--- config.mk ---
export PLATFORM = sky130hd
export DESIGN_NAME = dqf_decoder
export DESIGN_NICKNAME = d
export VERILOG_FILES = /design/src/dqf_pkg.sv /design/src/dqf_decoder.sv /design/src/dqf_skid.sv
export SDC_FILE = /design/constraint.sdc
export NUM_CORES = 1
export LEC_CHECK = 0
export BUFFER_PORTS_ARGS = -buffer_cell sky130_fd_sc_hd__buf_2
export CAP_MARGIN = 0
export CORE_MARGIN = 8
export CORE_UTILIZATION = 25
export CTS_BUF_LIST = sky130_fd_sc_hd__clkbuf_4
export CTS_CLUSTER_SIZE = 16
export DETAILED_ROUTE_END_ITERATION = 8
export RECOVER_POWER = 100
export SYNTH_ARGS = -nofsm -noshare
export SYNTH_HDL_FRONTEND = slang
export SYNTH_SLANG_ARGS = --single-unit
--- constraint.sdc ---
create_clock -name i_core_clk -period 4.2 [get_ports i_core_clk]
set_input_delay 0.42 -clock i_core_clk [delete_from_list [all_inputs] [get_ports i_core_clk]]
set_output_delay 0.42 -clock i_core_clk [all_outputs]
set_load 0.01 [all_outputs]
--- src/dqf_pkg.sv ---
package dqf_pkg;
	// Instruction codes
	localparam logic [7:0] OP_STATUS_CONFIG_WRITE = 8'h01;
	localparam logic [7:0] OP_PAGE_WRITE = 8'h02;
	localparam logic [7:0] OP_NORMAL_READ = 8'h03;
	localparam logic [7:0] OP_WRITE_DISABLE = 8'h04;
	localparam logic [7:0] OP_WRITE_ENABLE = 8'h06;
	localparam logic [7:0] OP_ACCEL_READ = 8'h0B;
	localparam logic [7:0] OP_WIDE_ACCEL_READ = 8'h0C;
	localparam logic [7:0] OP_WIDE_PAGE_WRITE = 8'h12;
	localparam logic [7:0] OP_WIDE_NORMAL_READ = 8'h13;
	localparam logic [7:0] OP_BOOT_CONFIG_WRITE = 8'h15;
	localparam logic [7:0] OP_SMALL_ERASE = 8'h20;
	localparam logic [7:0] OP_WIDE_SMALL_ERASE = 8'h21;
	localparam logic [7:0] OP_PROT_MODE_WRITE = 8'h2F;
	localparam logic [7:0] OP_CLEAR_STATUS = 8'h30;
	localparam logic [7:0] OP_FOUR_PAGE_WRITE = 8'h32;
	localparam logic [7:0] OP_WIDE_FOUR_PAGE_WRITE = 8'h34;
	localparam logic [7:0] OP_FOUR_PAGE_WRITE_ALT = 8'h38;
	localparam logic [7:0] OP_TRAIN_READ = 8'h41;
	localparam logic [7:0] OP_ONE_TIME_WRITE = 8'h42;
	localparam logic [7:0] OP_PERSIST_TRAIN_WRITE = 8'h43;
	localparam logic [7:0] OP_VOLATILE_TRAIN_WRITE = 8'h4A;
	localparam logic [7:0] OP_WHOLE_ERASE = 8'h60;
	localparam logic [7:0] OP_FOUR_OUT_READ = 8'h6B;
	localparam logic [7:0] OP_WIDE_FOUR_OUT_READ = 8'h6C;
	localparam logic [7:0] OP_ERASE_PAUSE = 8'h75;
	localparam logic [7:0] OP_ERASE_CONTINUE = 8'h7A;
	localparam logic [7:0] OP_PROGRAM_PAUSE = 8'h85;
	localparam logic [7:0] OP_PROGRAM_CONTINUE = 8'h8A;
	localparam logic [7:0] OP_MAKER_SIG_READ = 8'h90;
	localparam logic [7:0] OP_IDENT_READ = 8'h9F;
	localparam logic [7:0] OP_PERF_RESERVED = 8'hA3;
	localparam logic [7:0] OP_PROTECT_WRITE = 8'hE3;
	localparam logic [7:0] OP_PROTECT_ERASE = 8'hE4;
	localparam logic [7:0] OP_SECRET_KEY_WRITE = 8'hE8;
	localparam logic [7:0] OP_SW_RESET = 8'hF0;

	// Highest serial clock per class, MHz
	localparam int MAX_MHZ_DEFAULT = 133;
	localparam int MAX_MHZ_NORMAL_READ = 50;
	localparam int MAX_MHZ_FOUR_OUT_READ = 104;
	localparam int MAX_MHZ_FOUR_PAGE_WRITE = 80;

	// Operation classes on the decode output
	typedef enum logic [4:0] {
		DQF_OP_NONE, DQF_OP_REG_WRITE, DQF_OP_READ, DQF_OP_ACCEL_READ, DQF_OP_FOUR_READ,
		DQF_OP_PAGE_WRITE, DQF_OP_FOUR_PAGE_WRITE, DQF_OP_SMALL_ERASE, DQF_OP_CLEAR_STATUS,
		DQF_OP_TRAIN_READ, DQF_OP_PERSIST_TRAIN, DQF_OP_VOLATILE_TRAIN, DQF_OP_MAKER_SIG,
		DQF_OP_IDENT, DQF_OP_WRITE_ENABLE, DQF_OP_WRITE_DISABLE, DQF_OP_PROG_PAUSE,
		DQF_OP_PROG_CONTINUE, DQF_OP_ERASE_PAUSE, DQF_OP_ERASE_CONTINUE, DQF_OP_WHOLE_ERASE,
		DQF_OP_REG_PROGRAM, DQF_OP_PROT_ERASE, DQF_OP_SW_RESET
	} dqf_op_t;

	// Self-timed job lengths chosen by the host side
	typedef enum logic [2:0] {
		DQF_LEN_PAGE, DQF_LEN_PHYS_SECTOR, DQF_LEN_LOGICAL_BIG, DQF_LEN_LOGICAL_SMALL, DQF_LEN_WHOLE
	} dqf_len_t;

	// Clock and worst-case times
	localparam int CORE_CLK_KHZ = 25000;
	localparam int PROGRAM_PAUSE_LATENCY_US = 40;
	localparam int ERASE_PAUSE_LATENCY_US = 45;
	localparam int PAGE_WRITE_MAX_US = 750;
	localparam int PHYS_ERASE_MAX_MS = 650;
	localparam int LOGICAL_BIG_ERASE_MAX_MS = 2600;
	localparam int LOGICAL_SMALL_ERASE_MAX_MS = 10400;
	localparam int WHOLE_ERASE_MAX_S = 165;
	localparam int PROGRAM_PAUSE_CYCLES = PROGRAM_PAUSE_LATENCY_US * CORE_CLK_KHZ / 1000;
	localparam int ERASE_PAUSE_CYCLES = ERASE_PAUSE_LATENCY_US * CORE_CLK_KHZ / 1000;
	localparam longint PAGE_WRITE_CYCLES = longint'(PAGE_WRITE_MAX_US) * CORE_CLK_KHZ / 1000;
	localparam longint PHYS_ERASE_CYCLES = longint'(PHYS_ERASE_MAX_MS) * CORE_CLK_KHZ;
	localparam longint LOGICAL_BIG_CYCLES = longint'(LOGICAL_BIG_ERASE_MAX_MS) * CORE_CLK_KHZ;
	localparam longint LOGICAL_SMALL_CYCLES = longint'(LOGICAL_SMALL_ERASE_MAX_MS) * CORE_CLK_KHZ;
	localparam longint WHOLE_ERASE_CYCLES = longint'(WHOLE_ERASE_MAX_S) * CORE_CLK_KHZ * 1000;

	// Status flag reset values
	localparam logic RST_BUSY = 1'b0;
	localparam logic RST_WEL = 1'b0;
	localparam logic RST_FAIL = 1'b0;
endpackage

--- src/dqf_decoder.sv ---
`timescale 1ns/1ps
`default_nettype none
module dqf_decoder
	import dqf_pkg::*;
#(
	parameter longint PAGE_CYCLES = PAGE_WRITE_CYCLES,
	parameter longint PHYS_CYCLES = PHYS_ERASE_CYCLES,
	parameter longint LBIG_CYCLES = LOGICAL_BIG_CYCLES,
	parameter longint LSMALL_CYCLES = LOGICAL_SMALL_CYCLES,
	parameter longint WHOLE_CYCLES = WHOLE_ERASE_CYCLES,
	parameter int PPAUSE_CYCLES = PROGRAM_PAUSE_CYCLES,
	parameter int EPAUSE_CYCLES = ERASE_PAUSE_CYCLES
) (
	// Clock and reset
	input wire logic i_core_clk,
	input wire logic i_reset_n,
	// Serial link from host, mode 0
	input wire logic i_sck,
	input wire logic i_cs_n,
	input wire logic i_si,
	// Self-timed job setup
	input wire dqf_pkg::dqf_len_t i_job_len,
	// Decoded instruction stream
	output logic o_cmd_valid,
	input wire logic i_cmd_ready,
	output logic [7:0] o_cmd_opcode,
	output dqf_pkg::dqf_op_t o_cmd_op,
	output logic [7:0] o_cmd_max_mhz,
	// Status
	output logic o_write_in_progress_flag,
	output logic o_write_enable_latch,
	output logic o_erase_fail,
	output logic o_program_fail,
	output logic o_program_paused,
	output logic o_erase_paused,
	output logic o_overflow
);
	import dqf_pkg::*;

	typedef enum {ST_IDLE, ST_PROG, ST_ERASE, ST_PROG_PAUSING, ST_ERASE_PAUSING} dqf_state_t;

	// Pin synchronisers
	logic [1:0] sck_sync;
	logic [1:0] cs_sync;
	logic [1:0] si_sync;
	logic sck_prev;
	logic cs_prev;
	always_ff @(posedge i_core_clk or negedge i_reset_n) begin
		if (!i_reset_n) begin
			sck_sync <= 2'b00;
			cs_sync <= 2'b11;
			si_sync <= 2'b00;
			sck_prev <= 1'b0;
			cs_prev <= 1'b1;
		end else begin
			sck_sync <= {sck_sync[0], i_sck};
			cs_sync <= {cs_sync[0], i_cs_n};
			si_sync <= {si_sync[0], i_si};
			sck_prev <= sck_sync[1];
			cs_prev <= cs_sync[1];
		end
	end
	wire sck_rise = sck_sync[1] && !sck_prev;
	wire selected = !cs_sync[1];
	wire cs_fall = cs_prev && !cs_sync[1];
	wire cs_rise = !cs_prev && cs_sync[1];

	// Shift in only the first byte of each frame
	logic [7:0] shift;
	logic [3:0] bits;
	logic [7:0] opcode;
	logic have_op;
	wire byte_done = selected && sck_rise && bits == 4'd7;
	always_ff @(posedge i_core_clk or negedge i_reset_n) begin
		if (!i_reset_n) begin
			shift <= 8'h00;
			bits <= 4'd0;
			opcode <= 8'h00;
			have_op <= 1'b0;
		end else if (cs_fall) begin
			bits <= 4'd0;
			have_op <= 1'b0;
		end else if (selected && sck_rise && bits < 4'd8) begin
			shift <= {shift[6:0], si_sync[1]};
			bits <= bits + 4'd1;
			if (byte_done) begin
				opcode <= {shift[6:0], si_sync[1]};
				have_op <= 1'b1;
			end
		end
	end
	wire [7:0] new_op = {shift[6:0], si_sync[1]};

	// Opcode to operation class
	dqf_op_t dec_op;
	always_comb begin
		unique case (new_op)
			OP_STATUS_CONFIG_WRITE: dec_op = DQF_OP_REG_WRITE;
			OP_NORMAL_READ, OP_WIDE_NORMAL_READ: dec_op = DQF_OP_READ;
			OP_ACCEL_READ, OP_WIDE_ACCEL_READ: dec_op = DQF_OP_ACCEL_READ;
			OP_FOUR_OUT_READ, OP_WIDE_FOUR_OUT_READ: dec_op = DQF_OP_FOUR_READ;
			OP_PAGE_WRITE, OP_WIDE_PAGE_WRITE: dec_op = DQF_OP_PAGE_WRITE;
			OP_FOUR_PAGE_WRITE, OP_FOUR_PAGE_WRITE_ALT, OP_WIDE_FOUR_PAGE_WRITE: dec_op = DQF_OP_FOUR_PAGE_WRITE;
			OP_SMALL_ERASE, OP_WIDE_SMALL_ERASE: dec_op = DQF_OP_SMALL_ERASE;
			OP_CLEAR_STATUS: dec_op = DQF_OP_CLEAR_STATUS;
			OP_TRAIN_READ: dec_op = DQF_OP_TRAIN_READ;
			OP_PERSIST_TRAIN_WRITE: dec_op = DQF_OP_PERSIST_TRAIN;
			OP_VOLATILE_TRAIN_WRITE: dec_op = DQF_OP_VOLATILE_TRAIN;
			OP_MAKER_SIG_READ: dec_op = DQF_OP_MAKER_SIG;
			OP_IDENT_READ: dec_op = DQF_OP_IDENT;
			OP_WRITE_ENABLE: dec_op = DQF_OP_WRITE_ENABLE;
			OP_WRITE_DISABLE: dec_op = DQF_OP_WRITE_DISABLE;
			OP_PROGRAM_PAUSE: dec_op = DQF_OP_PROG_PAUSE;
			OP_PROGRAM_CONTINUE: dec_op = DQF_OP_PROG_CONTINUE;
			OP_ERASE_PAUSE: dec_op = DQF_OP_ERASE_PAUSE;
			OP_ERASE_CONTINUE: dec_op = DQF_OP_ERASE_CONTINUE;
			OP_WHOLE_ERASE: dec_op = DQF_OP_WHOLE_ERASE;
			OP_ONE_TIME_WRITE, OP_PROT_MODE_WRITE, OP_SECRET_KEY_WRITE, OP_BOOT_CONFIG_WRITE,
			OP_PROTECT_WRITE: dec_op = DQF_OP_REG_PROGRAM;
			OP_PROTECT_ERASE: dec_op = DQF_OP_PROT_ERASE;
			OP_SW_RESET: dec_op = DQF_OP_SW_RESET;
			default: dec_op = DQF_OP_NONE; // Reserved A3h lands here too
		endcase
	end

	// Highest clock for the class
	wire [7:0] dec_mhz = (dec_op == DQF_OP_READ) ? 8'(MAX_MHZ_NORMAL_READ) :
		(dec_op == DQF_OP_FOUR_READ) ? 8'(MAX_MHZ_FOUR_OUT_READ) :
		(dec_op == DQF_OP_FOUR_PAGE_WRITE) ? 8'(MAX_MHZ_FOUR_PAGE_WRITE) :
		8'(MAX_MHZ_DEFAULT);

	// Report stream; unknown opcodes never enter it
	logic buf_ready;
	logic overflow;
	logic [20:0] head;
	wire report = byte_done && dec_op != DQF_OP_NONE;
	dqf_skid #(
		.WIDTH(21)
	) u_skid (
		.i_core_clk(i_core_clk),
		.i_reset_n(i_reset_n),
		.i_valid(report),
		.o_ready(buf_ready),
		.i_data({new_op, dec_op, dec_mhz}),
		.o_valid(o_cmd_valid),
		.i_ready(i_cmd_ready),
		.o_data(head)
	);

	// Head entry split back into its fields; the class needs a cast to the enum
	assign o_cmd_opcode = head[20:13];
	assign o_cmd_op = dqf_op_t'(head[12:8]);
	assign o_cmd_max_mhz = head[7:0];

	// A report that finds the buffer full is lost and sets the sticky overflow flag
	always_ff @(posedge i_core_clk or negedge i_reset_n) begin
		if (!i_reset_n) overflow <= 1'b0;
		else if (report && !buf_ready) overflow <= 1'b1;
	end
	assign o_overflow = overflow;

	// Frame end launches the decoded action, as the device acts on chip select rising
	dqf_op_t cur_op;
	always_comb begin
		cur_op = DQF_OP_NONE;
		unique case (opcode)
			OP_WRITE_ENABLE: cur_op = DQF_OP_WRITE_ENABLE;
			OP_WRITE_DISABLE: cur_op = DQF_OP_WRITE_DISABLE;
			OP_CLEAR_STATUS: cur_op = DQF_OP_CLEAR_STATUS;
			OP_PROGRAM_PAUSE: cur_op = DQF_OP_PROG_PAUSE;
			OP_PROGRAM_CONTINUE: cur_op = DQF_OP_PROG_CONTINUE;
			OP_ERASE_PAUSE: cur_op = DQF_OP_ERASE_PAUSE;
			OP_ERASE_CONTINUE: cur_op = DQF_OP_ERASE_CONTINUE;
			OP_SW_RESET: cur_op = DQF_OP_SW_RESET;
			OP_STATUS_CONFIG_WRITE, OP_PAGE_WRITE, OP_WIDE_PAGE_WRITE, OP_FOUR_PAGE_WRITE,
			OP_FOUR_PAGE_WRITE_ALT, OP_WIDE_FOUR_PAGE_WRITE, OP_PERSIST_TRAIN_WRITE,
			OP_ONE_TIME_WRITE, OP_PROT_MODE_WRITE, OP_SECRET_KEY_WRITE, OP_BOOT_CONFIG_WRITE,
			OP_PROTECT_WRITE, OP_VOLATILE_TRAIN_WRITE: cur_op = DQF_OP_PAGE_WRITE;
			OP_SMALL_ERASE, OP_WIDE_SMALL_ERASE, OP_WHOLE_ERASE, OP_PROTECT_ERASE: cur_op = DQF_OP_SMALL_ERASE;
			default: cur_op = DQF_OP_NONE;
		endcase
	end
	wire act = cs_rise && have_op;
	wire act_program = act && cur_op == DQF_OP_PAGE_WRITE && opcode != OP_VOLATILE_TRAIN_WRITE;
	wire act_vol = act && opcode == OP_VOLATILE_TRAIN_WRITE;
	wire act_erase = act && cur_op == DQF_OP_SMALL_ERASE;

	// Self-timed sequencer
	dqf_state_t state;
	dqf_state_t next_state;
	logic [37:0] timer;
	logic [37:0] next_timer;
	logic write_enable_latch;
	logic erase_fail;
	logic program_fail;
	logic prog_paused;
	logic erase_paused;
	wire idle = state == ST_IDLE;
	wire start_ok = idle && write_enable_latch && !prog_paused && !erase_paused;
	wire timer_done = timer == 38'd1;

	// Duration of the erase the host set up
	wire [37:0] erase_len = (i_job_len == DQF_LEN_LOGICAL_BIG) ? 38'(LBIG_CYCLES) :
		(i_job_len == DQF_LEN_LOGICAL_SMALL) ? 38'(LSMALL_CYCLES) :
		(i_job_len == DQF_LEN_WHOLE) ? 38'(WHOLE_CYCLES) :
		38'(PHYS_CYCLES);

	// Next state and timer
	always_comb begin
		next_state = state;
		next_timer = (timer > 38'd1) ? timer - 38'd1 : timer;
		unique case (state)
			ST_IDLE: begin
				next_timer = timer; // Paused jobs keep their remaining time
				if (act_program && start_ok) begin
					next_state = ST_PROG;
					next_timer = 38'(PAGE_CYCLES);
				end else if (act_erase && start_ok) begin
					next_state = ST_ERASE;
					next_timer = erase_len;
				end else if (act && cur_op == DQF_OP_PROG_CONTINUE && prog_paused) begin
					next_state = ST_PROG;
				end else if (act && cur_op == DQF_OP_ERASE_CONTINUE && erase_paused) begin
					next_state = ST_ERASE;
				end
			end
			ST_PROG: begin
				if (timer_done) next_state = ST_IDLE;
				else if (act && cur_op == DQF_OP_PROG_PAUSE) next_state = ST_PROG_PAUSING;
			end
			ST_ERASE: begin
				if (timer_done) next_state = ST_IDLE;
				else if (act && cur_op == DQF_OP_ERASE_PAUSE) next_state = ST_ERASE_PAUSING;
			end
			ST_PROG_PAUSING, ST_ERASE_PAUSING: begin
				next_timer = timer;
			end
		endcase
		if (act && cur_op == DQF_OP_SW_RESET) begin
			next_state = ST_IDLE;
		end
	end

	// Pause latency counter, kept apart so the job timer is preserved
	logic [10:0] pause_cnt;
	wire pause_done = pause_cnt == 11'd1;
	always_ff @(posedge i_core_clk or negedge i_reset_n) begin
		if (!i_reset_n) begin
			pause_cnt <= 11'd0;
		end else if (state == ST_PROG && next_state == ST_PROG_PAUSING) begin
			pause_cnt <= 11'(PPAUSE_CYCLES);
		end else if (state == ST_ERASE && next_state == ST_ERASE_PAUSING) begin
			pause_cnt <= 11'(EPAUSE_CYCLES);
		end else if (pause_cnt > 11'd1) begin
			pause_cnt <= pause_cnt - 11'd1;
		end
	end

	// State register; pausing ends at the latency bound
	always_ff @(posedge i_core_clk or negedge i_reset_n) begin
		if (!i_reset_n) begin
			state <= ST_IDLE;
			timer <= 38'd0;
		end else if ((state == ST_PROG_PAUSING || state == ST_ERASE_PAUSING) && pause_done) begin
			state <= ST_IDLE;
			timer <= timer;
		end else begin
			state <= next_state;
			timer <= next_timer;
		end
	end

	// Pause bookkeeping
	always_ff @(posedge i_core_clk or negedge i_reset_n) begin
		if (!i_reset_n) begin
			prog_paused <= 1'b0;
			erase_paused <= 1'b0;
		end else if (act && cur_op == DQF_OP_SW_RESET) begin
			prog_paused <= 1'b0;
			erase_paused <= 1'b0;
		end else begin
			if (state == ST_PROG_PAUSING && pause_done) prog_paused <= 1'b1;
			else if (idle && next_state == ST_PROG) prog_paused <= 1'b0;
			if (state == ST_ERASE_PAUSING && pause_done) erase_paused <= 1'b1;
			else if (idle && next_state == ST_ERASE) erase_paused <= 1'b0;
		end
	end

	// Write enable latch: set by enable while idle, cleared on accepted write start, volatile training write, disable or software reset
	always_ff @(posedge i_core_clk or negedge i_reset_n) begin
		if (!i_reset_n) begin
			write_enable_latch <= RST_WEL;
		end else if (act && cur_op == DQF_OP_WRITE_ENABLE && idle) begin
			write_enable_latch <= 1'b1;
		end else if (act && (cur_op == DQF_OP_WRITE_DISABLE || cur_op == DQF_OP_SW_RESET)) begin
			write_enable_latch <= 1'b0;
		end else if ((act_program || act_erase) && start_ok) begin
			write_enable_latch <= 1'b0;
		end else if (act_vol && write_enable_latch && idle) begin
			write_enable_latch <= 1'b0;
		end
	end

	// Failure flags: no failure source here, only the clear path
	always_ff @(posedge i_core_clk or negedge i_reset_n) begin
		if (!i_reset_n) begin
			erase_fail <= RST_FAIL;
			program_fail <= RST_FAIL;
		end else if (act && (cur_op == DQF_OP_CLEAR_STATUS || cur_op == DQF_OP_SW_RESET)) begin
			erase_fail <= 1'b0;
			program_fail <= 1'b0;
		end
	end

	// Busy flag follows the sequencer
	assign o_write_in_progress_flag = !idle;
	assign o_write_enable_latch = write_enable_latch;
	assign o_erase_fail = erase_fail;
	assign o_program_fail = program_fail;
	assign o_program_paused = prog_paused;
	assign o_erase_paused = erase_paused;
endmodule
`default_nettype wire

--- src/dqf_skid.sv ---
`timescale 1ns/1ps
`default_nettype none
// Two-entry buffer; upstream ready depends only on fill level
module dqf_skid #(
	parameter int WIDTH = 8
) (
	// Clock and reset
	input wire logic i_core_clk,
	input wire logic i_reset_n,
	// Fill side
	input wire logic i_valid,
	output logic o_ready,
	input wire logic [WIDTH-1:0] i_data,
	// Drain side
	output logic o_valid,
	input wire logic i_ready,
	output logic [WIDTH-1:0] o_data
);
	logic [WIDTH-1:0] mem [2];
	logic rd_ptr;
	logic wr_ptr;
	logic [1:0] count;
	wire push = i_valid && o_ready;
	wire pop = o_valid && i_ready;

	// Handshakes from level only, so no combinational path through
	assign o_ready = (count != 2'd2);
	assign o_valid = (count != 2'd0);
	assign o_data = mem[rd_ptr];

	// Pointers and level
	always_ff @(posedge i_core_clk or negedge i_reset_n) begin
		if (!i_reset_n) begin
			rd_ptr <= 1'b0;
			wr_ptr <= 1'b0;
			count <= 2'd0;
		end else begin
			if (push) wr_ptr <= ~wr_ptr;
			if (pop) rd_ptr <= ~rd_ptr;
			count <= count + {1'b0, push} - {1'b0, pop};
		end
	end

	// Storage
	always_ff @(posedge i_core_clk) begin
		if (push) mem[wr_ptr] <= i_data;
	end
endmodule
`default_nettype wire

# Word-level counts from Yosys, hierarchy flattened
# Memory sizes are Yosys's and may differ from the RTL's.
# Index checks and enable logic that the tools add are counted.
# Widths: inputs -> output; s select.
[totals]
register_bits = 117
ram_bits = 42
in_bits = 9
out_inout_bits = 29
word_cells = 243
mem_count = 1
[op_classes]
addsub = 5
order_cmp = 3
eq_ne = 92
mux = 43
n_bitwise = 5
n_reduce_logical = 75
[mem_list]
columns = ["memory", "words", "width", "read_ports", "rd_clocked_by_memory_dff", "write_ports", "line", "text"]
rows = [
  ["u_skid.mem", 2, 21, 1, 0, 1, "dqf_skid.sv:19", "logic [WIDTH-1:0] mem [2];"],
]
[ops]
columns = ["cell", "count"]
rows = [
  ["$mux 32", 13],
  ["$eq 32x3->1 const B", 5],
  ["$eq 32x2->1 const B", 4],
  ["$eq 8x7->1 const B", 15],
  ["$pmux 5 s23", 1],
  ["$mux 38", 3],
  ["$eq 8x6->1 const B", 14],
  ["$eq 8x8->1 const B", 14],
  ["$pmux 32 s3", 1],
  ["$pmux 38 s2", 1],
  ["$eq 32x4->1 const B", 2],
  ["$logic_not 32->1", 2],
  ["$pmux 5 s10", 1],
  ["$eq 8x5->1 const B", 5],
  ["$logic_and 1x1->1", 40],
  ["$eq 38x1->1 const B", 1],
  ["$gt 38x1->1 const B", 1],
  ["$sub 38x1->38 const B", 1],
  ["$mux 11", 3],
  ["$eq 32x1->1 const B", 1],
  ["$eq 8x3->1 const B", 4],
  ["$eq 5x5->1 const B", 5],
  ["$eq 8x2->1 const B", 3],
  ["$mux 8", 3],
  ["35 further kinds", 80],
]

# Logic depth before layout (Yosys ltp)
[depth]
word_depth = 17
mapped_depth = 12
ltp_nobuf = 10

# Cells and area by module
# A second synthesis with hierarchy kept.
[unflattened]
cells_unflattened = 850
area_unflattened_um2 = 8572.0
[by_module_without_submodules]
columns = ["mod", "instances", "cells_per_inst", "area_each_um2", "seq_area_each_um2"]
rows = [
  ["dqf_decoder", 1, 768, 6860.3, 2831.5],
  ["dqf_skid", 1, 82, 1711.6, 1361.3],
]

# Worst setup path before layout
# Ideal clock, no wire load.
[synth_timing]
path_kind = "register to register"
startpoint = "reg shift[1]"
endpoint = "mem u_skid.mem[0][10], enable pin"
setup_time_ps = 397
arrival_time_ps = 2808
required_time_ps = 3803
slack_ps = 995
stages_incl_launch_ff = 11
path_buffers = 2
period_less_slack_ps = 3205
path_cell_list = "dfrtp_1 > clkbuf_1 > clkbuf_1 > or3b_2 > a21oi_1 > o211ai_1 > nand2_1 > or4_1 > nand2_1 > a21oi_1 > nor2b_1"
[synth_between]
elab_chain_cells = 8
word_cells_on_any_way = 47
cone_classes = "eq/ne (34); mux (3); reduce/logical (10)"
[synth_rtl]
columns = ["item", "line", "text"]
rows = [
  ["from (decl)", "dqf_decoder.sv:69", "logic [7:0] shift;"],
  ["from (signal assigned)", "dqf_decoder.sv:84", "shift <= {shift[6:0], si_sync[1]};"],
  ["$eq 8x7->1 (tied with other cells)", "dqf_decoder.sv:97", "unique case (new_op)"],
  ["$reduce_or 5->1 (tied with other cells)", "dqf_decoder.sv:97", ""],
  ["$pmux 5 s23 *", "dqf_decoder.sv:97", ""],
  ["$reduce_bool 5->1 *", "dqf_decoder.sv:136", "wire report = byte_done && dec_op != DQF_OP_NONE;"],
  ["$logic_and 1x1->1 *", "dqf_decoder.sv:136", ""],
  ["$logic_and 1x1->1 *", "dqf_skid.sv:23", "wire push = i_valid && o_ready;"],
  ["named net u_skid.push", "dqf_skid.sv:23", ""],
  ["$mux 1 *", "dqf_skid.sv:46", "if (push) mem[wr_ptr] <= i_data;"],
  ["$mux 1 (implied by the code) *", "dqf_skid.sv:46", ""],
  ["to (decl)", "dqf_skid.sv:19", ""],
]
# Mark *: on every way through the listed nets, which the timed path passes. The rest lies on a longest branch.

# Final worst setup path
[layout_timing]
startpoint = "reg opcode[7]"
endpoint = "reg timer[5]"
[layout_between]
elab_chain_cells = 9
word_cells_on_any_way = 40
cone_classes = "eq/ne (29); mux (3); reduce/logical (8)"
[layout_rtl]
columns = ["item", "line", "text"]
rows = [
  ["from (decl)", "dqf_decoder.sv:71", "logic [7:0] opcode;"],
  ["from (signal assigned)", "dqf_decoder.sv:87", "opcode <= {shift[6:0], si_sync[1]};"],
  ["$eq 8x7->1 (tied with other cells)", "dqf_decoder.sv:166", "unique case (opcode)"],
  ["$reduce_or 13->1 or $reduce_or 4->1 (tied branches)", "dqf_decoder.sv:166", ""],
  ["$pmux 5 s10", "dqf_decoder.sv:166", ""],
  ["$eq 5x3->1", "dqf_decoder.sv:184", "wire act_program = act && cur_op == DQF_OP_PAGE_WRITE && opcode != OP_VOLATILE_TRAIN_WRITE;"],
  ["$logic_and 1x1->1 (2 in series)", "dqf_decoder.sv:184", ""],
  ["$logic_and 1x1->1", "dqf_decoder.sv:215", "if (act_program && start_ok) begin"],
  ["$ne 3x3->1 (no source line) or $mux 38 (tied branches)", "n/a", ""],
  ["$reduce_and 4->1 (no source line) or $pmux 38 s2 (tied branches)", "n/a", ""],
  ["to (signal assigned)", "dqf_decoder.sv:266", "timer <= timer;"],
  ["to (signal assigned)", "dqf_decoder.sv:269", "timer <= next_timer;"],
  ["to (decl)", "dqf_decoder.sv:191", "logic [37:0] timer;"],
]
# Several ways; a longest one is shown, not always the timed one.
# A chain may end at the register's enable or synchronous reset.

==> flow_summary.yaml <==
die:
  die_y_microns: 197
  pin_count: 38
  dieArea_sq_um: 38800
  design.core.area_sq_um: 32400
  row_count: 66
  initial_utilization_pct: 25.3
  die_x_microns: 197
pwr:
  p_per_area_nw_per_um2: 353
  ir_drop_mv: 0.143
  p_leak_nw: 3.60
sta:
  rsz0062_at_grt: "false"
  setup_slack_ns: 0.551
  clock.fmax_mhz: 274
  finalSetupViolCount: 0
  tightestPinTransition_ns: 2.78
  maxSlewViolCount: 51
  maxSlewHeadroom_pct: -85.7
  setup_tns_ns: 0
  clock-skew-final_ns: 0.0415
  layout_min_cycle_time_ns: 3.65
  hold_viol: 0
  fin_crit_sh_pct: 86.9
final_layout:
  multi_input_area_sq_um: 3780
  area.growth.synth_to_final_pct: 10.4
  fin_util_pct: 27.9
  drive_above_1_share_pct: 12.3
  fillers: 3437
  seq_area_sq_um: 4070
  finalNetCount: 858
  fin_cells: 1298
  final_area_sq_um: 9040
clock_tree:
  clk_pin_slew_ns: 0.17
  htreeDepth: 4
  clock_path_buffers: 2
  cts-root-buf: "clkbuf_4"
  cts_buffers: 17
  clock_latency_ns: 0.58
  clock-sinks: 155
  cts_resized: 0
  tritoncts: "yes"
critical_path:
  crit_required_ns: 4.65
  worstPathCellList: "and4b_4 -> and2_4 -> or3_4 -> a221o_1 -> o211a_1 -> a21oi_1 -> o21ai_0 -> o2bb2ai_1"
  start_kind: "flip-flop"
  timing.reg2reg.setup_slack_ns: 0.55
  crit_family: "compound AO/OA/AOI/OAI gates"
  critical_path.reg2reg.startpoint: "opcode[7]$_DFFE_PN0P_"
  rr_worst_depth: 8
  critical_path.slowest_cell: "a21oi_1"
  regToRegEndpoint: "timer[5]$_DFFE_PN0P_"
  max_stage_delay_ns: 0.96
  worstSetupPathType: "reg -> reg"
  endpoint_kind: "flip-flop"
  critical_path_buf_inv_count: 0
  crit_arrival_ns: 4.10
  worstPathMaxFanout: 18
synthesis:
  yosysTopAreaCellShare_pct: 34.8
  synth_area_leader_cell: "dfrtp_1"
  synthAdderAreaFrac_pct: 1.07
  synthXorXnorAreaFrac_pct: 2.57
  synth-main-ff-cell: "dfrtp_1"
  async_flop_share_pct: 75.5
  synthCells: 827
  synth_simple_gate_area_share_pct: 23.0
  ys_warn_count: 0
  synth_mux_area_share_pct: 4.92
  synth_cell_types: 78
  synth_top_family_by_area: "simple AND/OR/NAND/NOR gates"
  synth.most_common_cell: "dfrtp_1"
  synth-edff-count: 38
  ys_top_cells_by_area: "dfrtp_1 35%, edfxtp_1 14%, mux2_2 4.7%"
  syn_avg_cell_area_sq_um: 9.90
  synth_compound_area_share_pct: 14.5
  seq_area_frac_synth_pct: 49.7
  syn_area_sq_um: 8190
  synth_seq_cells: 155
  synth_common_cells: "114 x dfrtp_1, 69 x nor2_1, 64 x o21ai_0, 54 x nand2_1, 44 x a21oi_1"
grt:
  antenna_found_initial: 1
  grt_pass1_vias: 5967
  track_usage_pct: 9.41
  grt-ovfl-total: 0
  grt_max_degree: 51
  grt_pass1_wl_mm: 30.2
drt:
  wl_per_cell_microns: 13.9
  antenna_left: 0
  first_iter_violations: 478
  wl_mm: 18.1
  first_pass_iters: 5
  num_vias: 6219
  via_per_inst: 4.79
  drc: 0
outcome:
  status: "finished with violations"
  violations: "capacitance limit, slew limit"
placed_design:
  place_area_sq_um: 8750
  dpl.hpwl_mm: 12.1
  port-buffer-count: 35
  place_congestion: 0.820
  dp_slack_ns: 0.917
  dp.cells: 1261
hold_path:
  worstHoldEndpoint: "u_skid.rd_ptr$_DFFE_PN0P_"
  worstHoldPathCells: 3
  hold_start: "i_cmd_ready"
  hp-class: "in -> reg"
job:
  cap_violations: 1
==> registers in the layout, summed over array words and instances, names as in the netlist, 2 cells and up <==
| signal | count |
|---|---|
| bits | 4 |
| cs_sync | 2 |
| opcode | 8 |
| pause_cnt | 11 |
| sck_sync | 2 |
| shift | 7 |
| si_sync | 2 |
| state | 32 |
| timer | 38 |
| u_skid.count | 2 |
| u_skid.mem | 38 |
==> cell type report <==
cell class                      instances  area share (%)
Inverter                               21           0.872
Clock buffer                           17            1.41
Antenna cell                            1          0.0277
Clock inverter                         15            1.94
Tap cell                              442            6.12
Sequential cell                       155            45.1
Multi-Input combinational cell        597            41.8
Timing Repair Buffer                   50            2.77
==> cells in the final DEF, fill, tap and decap left out, types with 6 or more instances in the layout <==
cell type and count:
nor3b_1 8, edfxtp_1 38, and3_1 10, nor2_1 69, a32oi_1 8, clkbuf_4 17, o22ai_1 6, o21ai_0 67
nand4_1 14, a21oi_1 45, dfrtp_1 114, nor2b_1 11, nor3_1 33, mux2_2 31, nand3_1 13, xnor2_1 11
o2111ai_1 6, or4_1 9, o22a_1 6, ha_1 7, a31oi_1 7, and2_0 27, and2_1 12, xor2_1 13
inv_1 21, nor4_1 17, clkbuf_1 26, inv_6 6, nand2_1 54, buf_2 11, nand2b_1 15, or2_2 6
==> metal layers <==
metal  routed length (microns)  up-vias  global-route usage (%)
li1                          -     3054                       -
met1                      9000     3030                    12.7
met2                      8140      125                    14.7
met3                       762       10                    2.23
met4                       155        0                    2.95
met5                         0        -                       0
==> worst max-delay path by stage <==
stage	start	slack (ns)	end	cells after the start
4_1_cts	shift[1]$_DFFE_PN0P_	0.89	u_skid.mem[1][18]$_DFFE_PP_	9
2_1_floorplan	shift[1]$_DFFE_PN0P_	1.0	u_skid.mem[0][10]$_DFFE_PP_	10
5_1_grt	opcode[2]$_DFFE_PN0P_	0.33	state[1]$_DFF_PN0_	8
6_report	opcode[7]$_DFFE_PN0P_	0.55	timer[5]$_DFFE_PN0P_	8
3_5_place_dp	shift[1]$_DFFE_PN0P_	0.92	u_skid.mem[1][20]$_DFFE_PP_	9
3_3_place_gp	shift[1]$_DFFE_PN0P_	0.88	u_skid.mem[1][20]$_DFFE_PP_	9
==> logic make-up (layout without fill, tap and decap cells) <==
group,Yosys count,after routing
AOI/OAI and AO/OA,190,190
xor gates and xnor gates,24,24
adders and majority gates,7,7
buffers and inverters,76,103
DFF,155,155
muxes,36,36
other,1,3
and+or+nand+nor,338,338
==> repair_timing <==
| action | CTS | global route |
|---|---|---|
| hold buffers | 4 | 0 |
| endpoints found under the hold margin | 51 | 0 |
| endpoints found under the setup margin | 0 | 0 |
| buffers inserted | 0 | 0 |
==> where the power goes <==
part	leakage, nW	internal [mW]	total, mW	switching, mW
sequential	1.84	1.61	1.77	0.159
clock	0.160	0.327	0.942	0.616
combinational	1.60	0.232	0.486	0.254
==> worst min-delay path, stage by stage <==
cell,delay (ns)
buf_2,0.07
and2_1,0.16
xor2_1,0.08
==> metrics by stage <==
| stage | total power [mW] | hold slack (ns) |
|---|---|---|
| floorplan | 2.12 | 0.124 |
| global placement | 2.30 | 0.333 |
| detailed placement | 2.31 | 0.335 |
| CTS | 3.28 | 0.140 |
| global route | 3.37 | 0.149 |
| finish | 3.19 | 0.194 |
No activity file was read; power rests on OpenSTA's default activity.
